$ cat src/deg_pkg.sv
// Operation
// - Low-side drivers one to six need permit pin, both supplies good, clock gate.
// - Low-side seven needs both supplies good and clock gate; permit is configurable.
// - High-side drivers need permit, both supplies, clock gate, optional boost check.
// - Separate enable outputs for the high-side and the low-side groups.
// - Seven-bit status register latches every condition that disabled the drivers.
// - Clock-lost flag set when missing clock disabled drivers, if shutdown enabled.
// - Permit-seen bit reads 0 once permit went low since last clear, else 1.
// - Live status bit mirrors the present permit pin level.
// - Overtemperature latched in a flag but never disables a driver.
// - Boost flag set only when boost undervoltage actually disabled high-side drivers.
// - Logic-supply low in one flag; vccp undervoltage or ground loss in another.
// - Flags clear on status write or clear-on-read status read, and only when the error is gone.
// - Status read also clears flags when clear-on-read enable is set.
// - Clock shutdown bit set drops clock permit while clock-missing stays asserted.
// - Low-side seven bypass bit set makes that driver ignore the permit pin.
// - Dedicated bypass set makes high-side five, low-side three and six ignore permit.
package deg_pkg;
    // ************************************************************
    // Register map
    // ************************************************************
    localparam int          ADDR_W              = 10;
    localparam int          DATA_W              = 16;
    localparam logic [9:0]  DRIVE_FAULT_STATUS  = 10'h1D2;
    localparam int          STAT_W              = 7;
    // ************************************************************
    // Status field positions
    // ************************************************************
    localparam int          BIT_VCCP            = 0;
    localparam int          BIT_VCC5            = 1;
    localparam int          BIT_BOOST           = 2;
    localparam int          BIT_OTEMP           = 3;
    localparam int          BIT_PERMIT_LIVE     = 4;
    localparam int          BIT_PERMIT_SEEN     = 5;
    localparam int          BIT_CLK_LOST        = 6;
    // ************************************************************
    // Reset values and sizes
    // ************************************************************
    localparam logic [6:0]  FLAGS_RESET         = 7'h00;
    localparam int          NUM_SYNC            = 7;
    localparam int          NUM_HS              = 5;
    localparam int          NUM_LS              = 7;
endpackage : deg_pkg

$ cat src/deg_driver_enable.sv
`timescale 1ns/1ps
module deg_driver_enable
    import deg_pkg::*;
#(
    parameter int N_HS = NUM_HS,
    parameter int N_LS = NUM_LS
)(
    input  wire logic              sys_clk,
    input  wire logic              reset,
    input  wire logic              drive_permit,
    input  wire logic              vccp_undervolt,
    input  wire logic              logic_supply_low,
    input  wire logic              boost_supply_low,
    input  wire logic              ground_loss,
    input  wire logic              over_temp,
    input  wire logic              clock_missing,
    input  wire logic              clock_loss_shutdown_en,
    input  wire logic              boost_disable_en,
    input  wire logic              low_side_seven_bypass,
    input  wire logic              dedicated_outputs_bypass,
    input  wire logic              clear_on_read_en,
    input  wire logic [ADDR_W-1:0] spi_addr,
    input  wire logic              spi_wr_stb,
    input  wire logic              spi_rd_stb,
    output logic      [DATA_W-1:0] spi_rdata,
    output logic      [N_HS-1:0]   high_side_gate_enable,
    output logic      [N_LS-1:0]   low_side_gate_enable
);
    // ************************************************************
    // Parameter check
    // ************************************************************
    generate
        if (N_HS != NUM_HS || N_LS != NUM_LS) begin : g_bad
            $error("deg_driver_enable supports five high-side and seven low-side drivers");
        end
    endgenerate

    // ************************************************************
    // Input synchronisation
    // ************************************************************
    logic [NUM_SYNC-1:0] raw_in;
    logic [NUM_SYNC-1:0] syn;
    wire                 permit_s;
    wire                 vccp_s;
    wire                 vcc5_s;
    wire                 boost_s;
    wire                 gnd_s;
    wire                 otemp_s;
    wire                 missing_s;

    assign raw_in = {clock_missing, over_temp, ground_loss, boost_supply_low,
                     logic_supply_low, vccp_undervolt, drive_permit};

    deg_sync #(
        .WIDTH    (NUM_SYNC)
    ) u_sync (
        .sys_clk  (sys_clk),
        .reset    (reset),
        .async_in (raw_in),
        .sync_out (syn)
    );

    assign permit_s  = syn[0];
    assign vccp_s    = syn[1];
    assign vcc5_s    = syn[2];
    assign boost_s   = syn[3];
    assign gnd_s     = syn[4];
    assign otemp_s   = syn[5];
    assign missing_s = syn[6];

    // ************************************************************
    // Enable gating
    // ************************************************************
    function automatic logic gate_fn(input logic base, input logic permit,
                                     input logic bypass);
        gate_fn = base & (permit | bypass);
    endfunction : gate_fn

    wire                 clock_ok;
    wire                 supply_ok;
    wire                 base_ok;
    wire                 boost_ok;
    logic [N_HS-1:0]     nxt_hs;
    logic [N_LS-1:0]     nxt_ls;
    logic [N_HS-1:0]     hs_ff;
    logic [N_LS-1:0]     ls_ff;

    assign clock_ok  = ~(clock_loss_shutdown_en & missing_s);
    assign supply_ok = ~(vccp_s | gnd_s) & ~vcc5_s;
    assign base_ok   = supply_ok & clock_ok;
    assign boost_ok  = ~(boost_disable_en & boost_s);

    genvar gi;
    generate
        for (gi = 0; gi < N_LS; gi++) begin : g_ls
            if (gi == 6) begin : g_seven
                assign nxt_ls[gi] = gate_fn(base_ok, permit_s, low_side_seven_bypass);
            end else if (gi == 2 || gi == 5) begin : g_ded
                assign nxt_ls[gi] = gate_fn(base_ok, permit_s, dedicated_outputs_bypass);
            end else begin : g_std
                assign nxt_ls[gi] = gate_fn(base_ok, permit_s, 1'b0);
            end
        end
        for (gi = 0; gi < N_HS; gi++) begin : g_hs
            if (gi == 4) begin : g_ded
                assign nxt_hs[gi] = gate_fn(base_ok & boost_ok, permit_s,
                                            dedicated_outputs_bypass);
            end else begin : g_std
                assign nxt_hs[gi] = gate_fn(base_ok & boost_ok, permit_s, 1'b0);
            end
        end
    endgenerate

    always_ff @(posedge sys_clk or posedge reset) begin
        if (reset) begin
            hs_ff <= '0;
            ls_ff <= '0;
        end else begin
            hs_ff <= nxt_hs;
            ls_ff <= nxt_ls;
        end
    end

    assign high_side_gate_enable = hs_ff;
    assign low_side_gate_enable  = ls_ff;

    // ************************************************************
    // Status flags
    // ************************************************************
    wire                 sel_status;
    wire                 clr_stb;
    logic [STAT_W-1:0]   err_vec;
    logic [STAT_W-1:0]   flags;
    logic [STAT_W-1:0]   status_view;
    logic [DATA_W-1:0]   rdata_ff;
    logic [DATA_W-1:0]   nxt_rdata;

    assign sel_status = (spi_addr == DRIVE_FAULT_STATUS);
    assign clr_stb    = sel_status & (spi_wr_stb | (spi_rd_stb & clear_on_read_en));

    assign err_vec[BIT_VCCP]        = vccp_s | gnd_s;
    assign err_vec[BIT_VCC5]        = vcc5_s;
    assign err_vec[BIT_BOOST]       = boost_s & boost_disable_en;
    assign err_vec[BIT_OTEMP]       = otemp_s;
    assign err_vec[BIT_PERMIT_LIVE] = 1'b0;
    assign err_vec[BIT_PERMIT_SEEN] = ~permit_s;
    assign err_vec[BIT_CLK_LOST]    = missing_s & clock_loss_shutdown_en;

    deg_flag_bank #(
        .WIDTH   (STAT_W)
    ) u_flags (
        .sys_clk (sys_clk),
        .reset   (reset),
        .err_set (err_vec),
        .clear   (clr_stb),
        .flags   (flags)
    );

    assign status_view = {flags[BIT_CLK_LOST], ~flags[BIT_PERMIT_SEEN], permit_s,
                          flags[BIT_OTEMP:BIT_VCCP]};
    assign nxt_rdata   = sel_status ? {{(DATA_W-STAT_W){1'b0}}, status_view} : '0;

    always_ff @(posedge sys_clk or posedge reset) begin
        if (reset) begin
            rdata_ff <= '0;
        end else if (spi_rd_stb) begin
            rdata_ff <= nxt_rdata;
        end
    end

    assign spi_rdata = rdata_ff;
endmodule : deg_driver_enable

$ cat src/deg_sync.sv
`timescale 1ns/1ps
module deg_sync
    import deg_pkg::*;
#(
    parameter int WIDTH = NUM_SYNC
)(
    input  wire logic             sys_clk,
    input  wire logic             reset,
    input  wire logic [WIDTH-1:0] async_in,
    output logic      [WIDTH-1:0] sync_out
);
    // ************************************************************
    // Three stages, accept when second and third agree
    // ************************************************************
    logic [WIDTH-1:0] s1_ff;
    logic [WIDTH-1:0] s2_ff;
    logic [WIDTH-1:0] s3_ff;
    logic [WIDTH-1:0] out_ff;

    generate
        if (WIDTH < 1) begin : g_bad
            $error("deg_sync width must be positive");
        end
    endgenerate

    always_ff @(posedge sys_clk or posedge reset) begin
        if (reset) begin
            s1_ff  <= '0;
            s2_ff  <= '0;
            s3_ff  <= '0;
            out_ff <= '0;
        end else begin
            s1_ff  <= async_in;
            s2_ff  <= s1_ff;
            s3_ff  <= s2_ff;
            out_ff <= (s2_ff & ~(s2_ff ^ s3_ff)) | (out_ff & (s2_ff ^ s3_ff));
        end
    end

    assign sync_out = out_ff;
endmodule : deg_sync

$ cat src/deg_flag_bank.sv
`timescale 1ns/1ps
module deg_flag_bank
    import deg_pkg::*;
#(
    parameter int WIDTH = STAT_W
)(
    input  wire logic             sys_clk,
    input  wire logic             reset,
    input  wire logic [WIDTH-1:0] err_set,
    input  wire logic             clear,
    output logic      [WIDTH-1:0] flags
);
    // ************************************************************
    // Sticky flags, set wins over clear
    // ************************************************************
    logic [WIDTH-1:0] flags_ff;
    logic [WIDTH-1:0] nxt_flags;

    assign nxt_flags = err_set | (flags_ff & ~{WIDTH{clear}});

    always_ff @(posedge sys_clk or posedge reset) begin
        if (reset) begin
            flags_ff <= FLAGS_RESET[WIDTH-1:0];
        end else begin
            flags_ff <= nxt_flags;
        end
    end

    assign flags = flags_ff;
endmodule : deg_flag_bank

$ cat config.mk
export PLATFORM = sky130hd
export DESIGN_NAME = deg_driver_enable
export DESIGN_NICKNAME = d
export VERILOG_FILES = /design/src/deg_pkg.sv /design/src/deg_driver_enable.sv /design/src/deg_sync.sv /design/src/deg_flag_bank.sv
export SDC_FILE = /design/constraint.sdc
export NUM_CORES = 1
export LEC_CHECK = 0
export BUFFER_PORTS_ARGS = -buffer_cell sky130_fd_sc_hd__buf_2
export CAP_MARGIN = 30
export CORE_MARGIN = 5
export CORE_UTILIZATION = 35
export CTS_CLUSTER_SIZE = 28
export DETAILED_ROUTE_END_ITERATION = 10
export PLACE_DENSITY = 0.59
export SYNTH_ARGS = -nofsm -noshare
export SYNTH_HDL_FRONTEND = slang
export SYNTH_SLANG_ARGS = --single-unit
$ cat constraint.sdc
create_clock -name sys_clk -period 1.9 [get_ports sys_clk]
set_clock_uncertainty 0.2 [all_clocks]
set_input_delay 0.285 -clock sys_clk [delete_from_list [all_inputs] [get_ports sys_clk]]
set_output_delay 0.285 -clock sys_clk [all_outputs]
set_load 0.02 [all_outputs]
# Word-level counts from Yosys, hierarchy flattened

Index checks and enable logic that the tools add are counted.

Bitwise gates (word level): 30
Multiplexer cells: 1
Eq/ne operators: 1

Operators with widths:

| kind                | number |
|---|---|
| $and 7x7->7         | 3 |
| $not 7->7           | 2 |
| $or 7x7->7          | 2 |
| $and 1x1->1         | 12 |
| $eq 10x9->1 const B | 1 |
| $mux 7              | 1 |
| $xor 7x7->7         | 1 |
| $not 1->1           | 6 |
| $or 1x1->1          | 4 |

Bits in registers: 63

# Depth between registers and ports, before layout

Gate-level depths: netlist of run 1.

Word-level depth: 6
Mapped depth: 3

# By module

Synthesis of run 1 repeated with hierarchy kept, for this count alone.

Cell total of the unflattened synthesis: 115
Area total of the unflattened synthesis: 1,707.9 um^2

Modules (own cells, without submodules):

| module            | area an instance (um^2) | cells an instance | instances |
|---|---|---|---|
| deg_sync          | 783.3                   | 36                | 1 |
| deg_driver_enable | 689.4                   | 63                | 1 |
| deg_flag_bank     | 235.2                   | 16                | 1 |

# Least setup slack after synthesis of run 1

No wires, ideal clock.

Kind: input to register
Start: input port spi_addr[0]
End: register u_flags.flags_ff[0], in the netlist u_flags.flags[0]
Buffers on the path: 0
Path slack: 518 ps
Arrival: 1,058 ps
Library setup time: 124 ps
Cell stages on the path: 3
Cells stage by stage: nor4b_4 -> nand4b_4 -> a211o_1

Longest elaborated chain between the ends: 5

Ends and longest elaborated chain:

| what                     | RTL line                 | RTL |
|---|---|---|
| from (decl)              | deg_driver_enable.sv:22  | `input wire logic [ADDR_W-1:0] spi_addr,` |
| $eq 10x9->1              | deg_driver_enable.sv:138 | `assign sel_status = (spi_addr == DRIVE_FAULT_STATUS);` |
| $and 1x1->1              | deg_driver_enable.sv:139 | `assign clr_stb = sel_status & (spi_wr_stb \| (spi_rd_stb & clear_on_read_en));` |
| $not 7->7                | deg_flag_bank.sv:19      | `assign nxt_flags = err_set \| (flags_ff & ~{WIDTH{clear}});` |
| $and 7x7->7              | deg_flag_bank.sv:19      |  |
| $or 7x7->7               | deg_flag_bank.sv:19      |  |
| via u_flags.nxt_flags[0] | deg_flag_bank.sv:17      | `logic [WIDTH-1:0] nxt_flags;` |
| to (signal assigned)     | deg_flag_bank.sv:23      | `flags_ff <= FLAGS_RESET[WIDTH-1:0];` |
| to (signal assigned)     | deg_flag_bank.sv:25      | `flags_ff <= nxt_flags;` |
| to (decl)                | deg_flag_bank.sv:16      | `logic [WIDTH-1:0] flags_ff;` |

The timed path passes the listed nets, and every way through them passes these cells.
A chain may end at the register's enable or synchronous reset.

==> results of run 1 <==
## timing repair
action,in CTS,in global routing
hold buffers,10,0
endpoints found under the setup margin,0,0
hold endpoints to repair,34,0
setup buffers,0,0
## worst max-delay path: stages (launching register included)
cell	delay [ns]
dfrtp_1	0.41
a2111oi_2	0.51
and2_1	0.20
a21boi_2	0.15
## final cells by class
class | count | area [sq um] | share of cell area [%]
flip-flops and latches | 46 | 1150 | 55.8
multi-input cells | 48 | 365 | 17.7
repair buffers | 56 | 335 | 16.3
clock buffers | 5 | 68.8 | 3.34
well taps | 54 | 67.6 | 3.28
clock inverters | 3 | 43.8 | 2.12
inverters | 8 | 30.0 | 1.46
## layer usage
layer / global-route usage [%] / up-vias / wire, um
li1: - / 455 / -
met4: 4.20 / 0 / 46
met2: 15.8 / 32 / 1290
met5: 0 / - / 0
met1: 10.8 / 448 / 1090
met3: 3.56 / 8 / 186
## layout by cell type, fill, tap and decap left out
master         count
a211o_1            1
clkbuf_8           5
a21oi_1            1
nand3_1            1
nor4b_4            1
buf_4              2
nand2_1            6
a2111oi_2          1
nor2b_1            1
maj3_1             7
a22o_2             2
and4b_1            1
a21bo_2            1
conb_1             9
inv_2              1
buf_2             44
o21a_1             2
dlygate4sd3_1     10
a21boi_2           2
and2_1             1
dfrtp_1           46
inv_1              7
nand4b_4           1
nand2b_1           1
inv_6              1
bufinv_16          1
a21o_2             2
o22ai_1            7
clkinv_2           1
## final timing paths
kind	start	endpoint	slack, ns	depth (start not counted)
max	flop	high_side_gate_enable[3]	0.36	3
min	dedicated_outputs_bypass	low_side_gate_enable[5]	0.02	2
max reg2reg	flop	high_side_gate_enable[3]	0.36	3
min reg2reg	u_sync.s1_ff[4]	u_sync.s2_ff[4]	0.15	0
max in group asynchronous	reset	asynchronous set/reset pin	0.58	4
min in group asynchronous	reset	u_sync.s3_ff[0]	0.37	3
## cells by family after synthesis
kind of cell / after synthesis / share of synthesized area [%]
AOI/OAI and AO/OA: 19 / 9.61
adders and majority gates: 7 / 4.27
and+or+nand+nor: 13 / 6.33
DFF: 46 / 70.2
other: 1 / 0.229
buffers and inverters: 25 / 9.38
## power by group through the flow
| stage | sequential [mW] | combinational (mW) | clock [mW] |
|---|---|---|---|
| final | 1.05 | 0.145 | 0.701 |
| after CTS | 1.05 | 0.148 | 0.732 |
| after detailed placement | 1.07 | 0.132 | 0 |
| after global routing | 1.06 | 0.162 | 0.773 |
| after floorplan | 1.07 | 0.0940 | 0 |
| after global placement | 1.07 | 0.128 | 0 |
## through the flow
step	worst slack, ns	hold slack (ns)	utilization (%)
CTS	0.333	0.0178	44.5
detailed placement	0.322	0.135	39.9
floorplan	0.327	0.116	-
global placement	0.353	0.131	39.9
finish	0.359	0.0220	44.5
global route	0.206	0.0293	44.5
==> results by stage, run 1 <==
CTS:
- The longest clock path from root to sink contains 2 buffers.
- After clock tree synthesis, the clock-pin slew on the worst setup and hold paths is 0.08 ns.
- The total clock sinks is 46.
- The clock network latency to the later pin of the worst-skew pair is 0.29 ns.
- The root buffer selected by CTS is clkbuf_8.
- Once the clock tree was built, the resizer swapped 0 gates to a different size.
- TritonCTS built the clock tree.
- In this run the number of H-tree levels came out at 2.
- In this run, CTS created clock tree buffers numbering 5.

GRT:
- The number of global-route vias before repair is 995.
- The first global-routing pass estimated 4550 um of wire.
- The final global-route overflow total is 0.
- The maximum number of pins on one net before global-route repair is 27.
- The number of antenna violations at the first check in global routing is 0.
- The global-route usage over all layers is 9.47%.

Final layout:
- The cell area after layout is 2060 sq um.
- After the last flow step, the layout net total stands at 191.
- After the flow finishes, the layout carries non-filler instances totaling 220.
- After filler insertion, the fill cell instance count of the layout stands at 424.
- The number of antenna diodes in the final layout is 0.
- The area growth from synthesis to layout is 25.7%.
- The layout cell share with drive strength beyond 1 is 39.2%.

Route:
- Dividing the detail-routed wire length by the instance count gives 11.9 um.
- The total detailed-routing wirelength is 2620 um.
- In the routed design, unresolved DRC markers number 0.
- The detailed router finished its first iteration with 36 violations.
- The length of the first detailed-routing pass in iterations is 3.
- The number of nets with antenna violations after routing is 0.
- The number of vias per cell is 4.29.
- The total vias in the final route is 943.

STA:
- Setup repair after global routing left no endpoint under its margin.
- The slew of the pin with the lowest slew margin is 0.512 ns.
- Static timing analysis puts the maximum clock frequency at 649 MHz.
- The share of the clock period used by the worst path after layout is 81.1%.
- The worst relative slew slack is 65.8%.
- Setup violations remaining at the end of the flow were counted as 0.
- The final count of pins violating max slew is 0.
- Counting I/O delays and the setup requirement, the final critical path takes 1.54 ns.
- The total negative slack for setup checks is 0 ns.
- The number of endpoints with negative hold slack in the final report was 0.

Logic synthesis:
- The biggest area contributor in the post-synthesis netlist is dfrtp_1.
- The synthesized netlist contains 23 unique library cells.
- Synthesis inferred 46 register bits.
- The portion of synthesized cell area occupied by the leading cell type is 70.2%.
- In the synthesized netlist the dominant register cell turns out to be dfrtp_1.
- By count the netlist is led by dfrtp_1 (46), buf_4 (16), inv_1 (8), maj3_1 (7), o22ai_1 (7).
- During synthesis, Yosys emitted a total of 0 warnings.
- A synthesized cell averages 14.8 sq um.
- The fraction of registers with async set or reset after synthesis is 100%.
- By area the synthesized netlist is led by dfrtp_1 (70%), buf_4 (7.3%), maj3_1 (4.3%).
- The cell area after synthesis is 1640 sq um.
- The most common cell in the synthesized netlist is dfrtp_1.
- The number of enable flip-flop cells after synthesis is 0.
- After synthesis, flip-flops and latches occupy 70.2% of the total area.
- Synthesis handed over a netlist of 111 instances.

Setup path:
- The kind of critical path is flop to flop.
- STA puts the critical path data arrival time at 1.56 ns.
- The worst setup path is launched from a flop.
- The data required time of the critical path is 1.92 ns.
- The largest fanout of any net on the critical path is 3.
- The worst setup path is captured at a flop.

Placement:
- During placement, the flow inserted port buffers numbering 44.
- The HPWL after detailed placement is 2020 um.
- Summing all placed instances gives a cell area of 1850 sq um.
- The number of placed instances, taps included, is 202.
- The routability congestion estimate from global placement is 0.689.

Power and ir drop:
- The power density relative to cell area is 919 nW/um^2.
- The post-route total power is 1.89 mW.
- Registers are responsible for 55.3% of the overall power.
- The net switching component of the power is 0.417 mW.
- The static leakage is 1.02 nW.
- The clock network accounts for 37.0% of the total power.
- The switching share of power is 22.0%.
- The peak supply drop is 0.000462 V.
- The internal portion of the total power is 1.48 mW.
- The proportion of power drawn by combinational gates is 7.7%.

Floorplanning:
- The die covers 6160 sq um.
- The initial core utilization is 35.4%.
- From bottom edge to top edge, the die measures 78.5 um.
- The core area is 4630 sq um.
- The boundary pin count is 54.
- The die is 78.5 um wide.
- Row generation in the floorplan step produced 25 rows.

Job:
- Max-cap violations in this run came to 0.

Hold path:
- The tightest min-delay check is of the input port to flop type.

Run status:
- The run finished with clean final reports.
(Power assumes the default switching activity.)
==> run 2, diff against run 1 <==
Settings changed: ABC_AREA set to 1, PLACE_DENSITY 0.59 to 0.58.
Clock period 1.9 ns to 1.5 ns, I/O delays scaled along.
==> results by stage, run 2 <==
Run status:
- The flow ran to the end, and the final reports show no timing, DRC or antenna violations.

Setup path:
- The kind of cell with the highest combined delay along the critical path is buffers and inverters.
- The endpoint of the worst-slack reg-to-reg timing path is low_side_gate_enable[5].
- The signal on the critical path passes through dlygate4sd3_1 -> buf_2 -> nand2_1 -> nand3_1 -> a21oi_1.
- By startpoint and endpoint, the worst setup path is classified as input port to flop.
- The number of buffer and inverter instances along the worst setup path is 2 (+2).
- The sort of element at the end of the critical path is a flop.
- The data required time of the critical path is 1.51 ns (-0.41 ns).
- The startpoint kind of the worst setup timing path is an input port.
- The largest fanout of any net on the critical path is 3 (unchanged).
- The data arrival time of the worst path was 1.29 ns (-0.27 ns).
- The depth of the worst register-to-register path is 3 (unchanged).
- The maximum single-stage delay on the critical path is 0.54 ns (+0.03 ns).
- The slowest stage of the critical path belongs to the cell dlygate4sd3_1.
- The register-to-register setup slack is 0.30 ns (-0.06 ns).

Placement:
- The port buffer count is 44 (unchanged).
- The routability congestion estimate from global placement came to 0.683 (-0.90%).
- The total placed cells including tap cells was 242 (+20%).
- The HPWL after detailed placement came to 1880 um (-6.9%).
- The total cell area at the placement stage is 1960 sq um (+6.0%).
- The pre-CTS setup slack is 0.290 ns (-0.0322 ns).

Final layout:
- The area of combinational cells with multiple inputs is 403 sq um (+10%).
- The library cells used most frequently in the layout, excluding fill and tap cells, are dfrtp_1 (46), buf_2 (44), nand2_1 (26), inv_1 (18), dlygate4sd3_1 (12).
- The layout cell share with drive strength beyond 1 is 34.9% (-4.3 points).
- The number of antenna repair diodes is 0 (unchanged).
- The layout filler cell count is 454 (+7.1%).
- The register cell area after layout is 1150 sq um (unchanged).
- The final core utilization came to 45.8% (+1.2 points).
- The cell area after layout is 2180 sq um (+5.5%).
- Leaving out fill and tap cells, the most frequent cell in the layout is dfrtp_1.
- Relative to the synthesized area, the layout overhead comes to 26.3%.
- The number of nets in the layout came to 220 (+15%).
- The count of non-filler cells in the finished layout came to 262 (+19%).

STA:
- The slack of the critical path was 0.218 ns (-0.141 ns).
- The highest achievable clock rate is 780 MHz.
- The number of endpoints with negative hold slack in the final report is 0 (unchanged).
- The total negative slack for setup checks is 0 ns (unchanged).
- The clock period minus final worst setup slack is 1.28 ns.
- Setup repair after global routing left no endpoint under its margin.
- Dividing the final minimum period by the clock period gives 85.4%.
- The final setup violation count is 0 (unchanged).
- The final count of pins violating max slew is 0 (unchanged).
- The post-route worst hold slack is 0.0299 ns (+0.00797 ns).

Logic synthesis:
- After synthesis, the most frequently instantiated cells are dfrtp_1 (46), nand2_1 (26), inv_1 (19), buf_4 (17).
- The portion of the post-synthesis area used by sequential elements is 66.8% (-3.4 points).
- The number of enable flip-flop cells after synthesis is 0 (unchanged).
- Yosys instantiated no cell more often than dfrtp_1.
- The average instance area after synthesis came to 12.5 sq um (-16%).
- The post-synthesis cell count is 138 (+24%).
- The number of warnings issued by yosys is 0 (unchanged).
- For this run, the leading register cell type out of synthesis is dfrtp_1.
- The flip-flop and latch count after synthesis is 46 (unchanged).
- The fraction of registers with async set or reset after synthesis is 100% (unchanged).
- The portion of synthesized cell area occupied by the leading cell type was 66.8% (-3.4 points).
- The number of unique standard cell types used by synthesis came to 16 (-30%).
- In the post-synthesis netlist, the biggest area contributors are dfrtp_1 (67%), buf_4 (7.4%), nand2_1 (5.7%).
- The cell area after synthesis is 1720 sq um (+5.0%).
- Of all cell types, the one taking the most synthesized area is dfrtp_1.

Route:
- The routed wirelength normalized by instance count was 9.88 um (-17%).
- The total detailed-routing wirelength is 2590 um (-1.0%).
- The violation count after the first detailed-route iteration is 34 (-5.6%).
- The remaining design rule violation count is 0 (unchanged).
- The number of vias per cell is 3.84 (-10%).
- The number of nets with antenna violations after routing is 0 (unchanged).
- The length of the first detailed-routing pass in iterations is 4 (+1).
- The total vias in the final route is 1006 (+6.7%).

GRT:
- The first-pass GRT wire length is 4560 um (+0.29%).
- The maximum number of pins on one net before global-route repair is 47 (+74%).
- The global-route usage over all layers is 9.17% (-0.30 points).
- The number of antenna violations at the first check in global routing is 0 (unchanged).
- The number of global-route vias before repair is 1033 (+3.8%).
- The final global-route overflow total was 0 (unchanged).

CTS:
- The number of clock buffers inserted by TritonCTS came to 5 (unchanged).
- The post-CTS setup repair buffer count is 0 (unchanged).
- The clock network latency to the later pin of the worst-skew pair came to 0.28 ns (about the same).
- The maximum level of the CTS H-tree is 2 (unchanged).
- The clock-pin slew on the worst setup and hold paths is 0.08 ns (about the same).
- The total clock sinks is 46 (unchanged).
- The clock tree from TritonCTS is done.
- The number of buffers on the longest clock path is 2 (unchanged).
- The cell sitting at the root of the clock tree is a clkbuf_8.

Floorplanning:
- The core area is 4750 sq um (+2.7%).
- The initial core utilization is 36.2% (+0.80 points).
- The number of cell rows was 25 (unchanged).
- The width of the chip came to 80.2 um (+2.2%).
- The overall die area is 6430 sq um (+4.4%).
- The vertical die dimension is 80.2 um (+2.2%).
- The boundary pin count is 54 (unchanged).

Power and ir drop:
- The power density relative to cell area came to 1050 nW/um^2 (+14%).
- The sequential fraction of design power is 57.8% (+2.5 points).
- The share of total power in the clock network is 33.0% (-4.0 points).
- The peak supply drop is 0.000719 V (+56%).
- The internal power summed over all cells came to 1.75 mW (+18%).
- The static leakage is 1.11 nW (+9.0%).
- The proportion of power drawn by combinational gates came to 9.3% (+1.6 points).
- The post-route total power came to 2.29 mW (+21%).
- The switching share of power is 23.4% (+1.4 points).
- The net switching component of the power was 0.534 mW (+28%).

Hold path:
- The class of the tightest hold or removal check is input port to flop.
- The hold path endpoint is spi_rdata[0].
- The worst hold path begins at spi_rd_stb.
- The depth of the worst hold-timing path is 2 (unchanged).

Job:
- The max-capacitance violation count is 0 (unchanged).
[run 2: cell count changes after synthesis, moves of 2 or more]
cell,before,now
a21boi_2,2,0
a21o_2,2,0
a22o_2,2,0
inv_1,8,19
nand2_1,6,26
nor2_1,0,5
nor2_4,0,2
o21a_1,2,0
o22ai_1,7,0
o22ai_2,0,7
[run 2: kinds of logic after synthesis]
family	Yosys count	synth area share [%]
flip-flops	46	66.8
AND/OR/NAND/NOR	39	11.7
buffers and inverters	36	11.5
AO/OA/AOI/OAI	9	5.66
adder cells (fa/ha/maj)	7	4.07
other	1	0.218
[run 2: layer usage]
metal | GRT usage (%) | up-vias | share of wire [%]
met4 | 3.04 | 0 | 0.93
li1 | - | 514 | -
met1 | 11.4 | 458 | 42
met3 | 3.48 | 4 | 7.5
met5 | 0 | - | 0
met2 | 14.7 | 30 | 50
[run 2: area by class of cell]
| cell class | count | share of cell area (%) |
|---|---|---|
| clock buffers | 6 | 3.80 |
| clock inverters | 2 | 0.575 |
| inverters | 19 | 3.45 |
| multi-input cells | 64 | 18.5 |
| flip-flops and latches | 46 | 52.9 |
| well taps | 67 | 3.85 |
| repair buffers | 58 | 16.9 |
[run 2: worst max-delay path by stage]
| stage | startpoint | end | slack, ns | depth (start not counted) |
|---|---|---|---|---|
| detailed placement | spi_addr[5] | u_flags.flags[5] | 0.29 | 7 |
| global placement | spi_addr[5] | u_flags.flags[6] | 0.32 | 7 |
| finish | clock_loss_shutdown_en | low_side_gate_enable[5] | 0.22 | 5 |
| CTS | high_side_gate_enable[3] | high_side_gate_enable[3] | 0.21 | 1 |
| global route | clock_loss_shutdown_en | low_side_gate_enable[5] | 0.13 | 5 |
| floorplan | high_side_gate_enable[3] | high_side_gate_enable[1] | 0.43 | 1 |
[run 2: power by group through the flow]
| stage | sequential (mW) | clock, mW | combinational [mW] |
|---|---|---|---|
| 2_1_floorplan | 1.35 | 0 | 0.141 |
| 5_1_grt | 1.33 | 0.835 | 0.238 |
| 3_5_place_dp | 1.35 | 0 | 0.191 |
| 3_3_place_gp | 1.34 | 0 | 0.189 |
| 4_1_cts | 1.32 | 0.783 | 0.215 |
| 6_report | 1.32 | 0.753 | 0.212 |
[run 2: timing repair]
item / CTS / global route
setup endpoints to repair: 0 / 0
endpoints found under the hold margin: 57 / 0
gates resized for setup: 0 / 0
hold buffers: 12 / 0
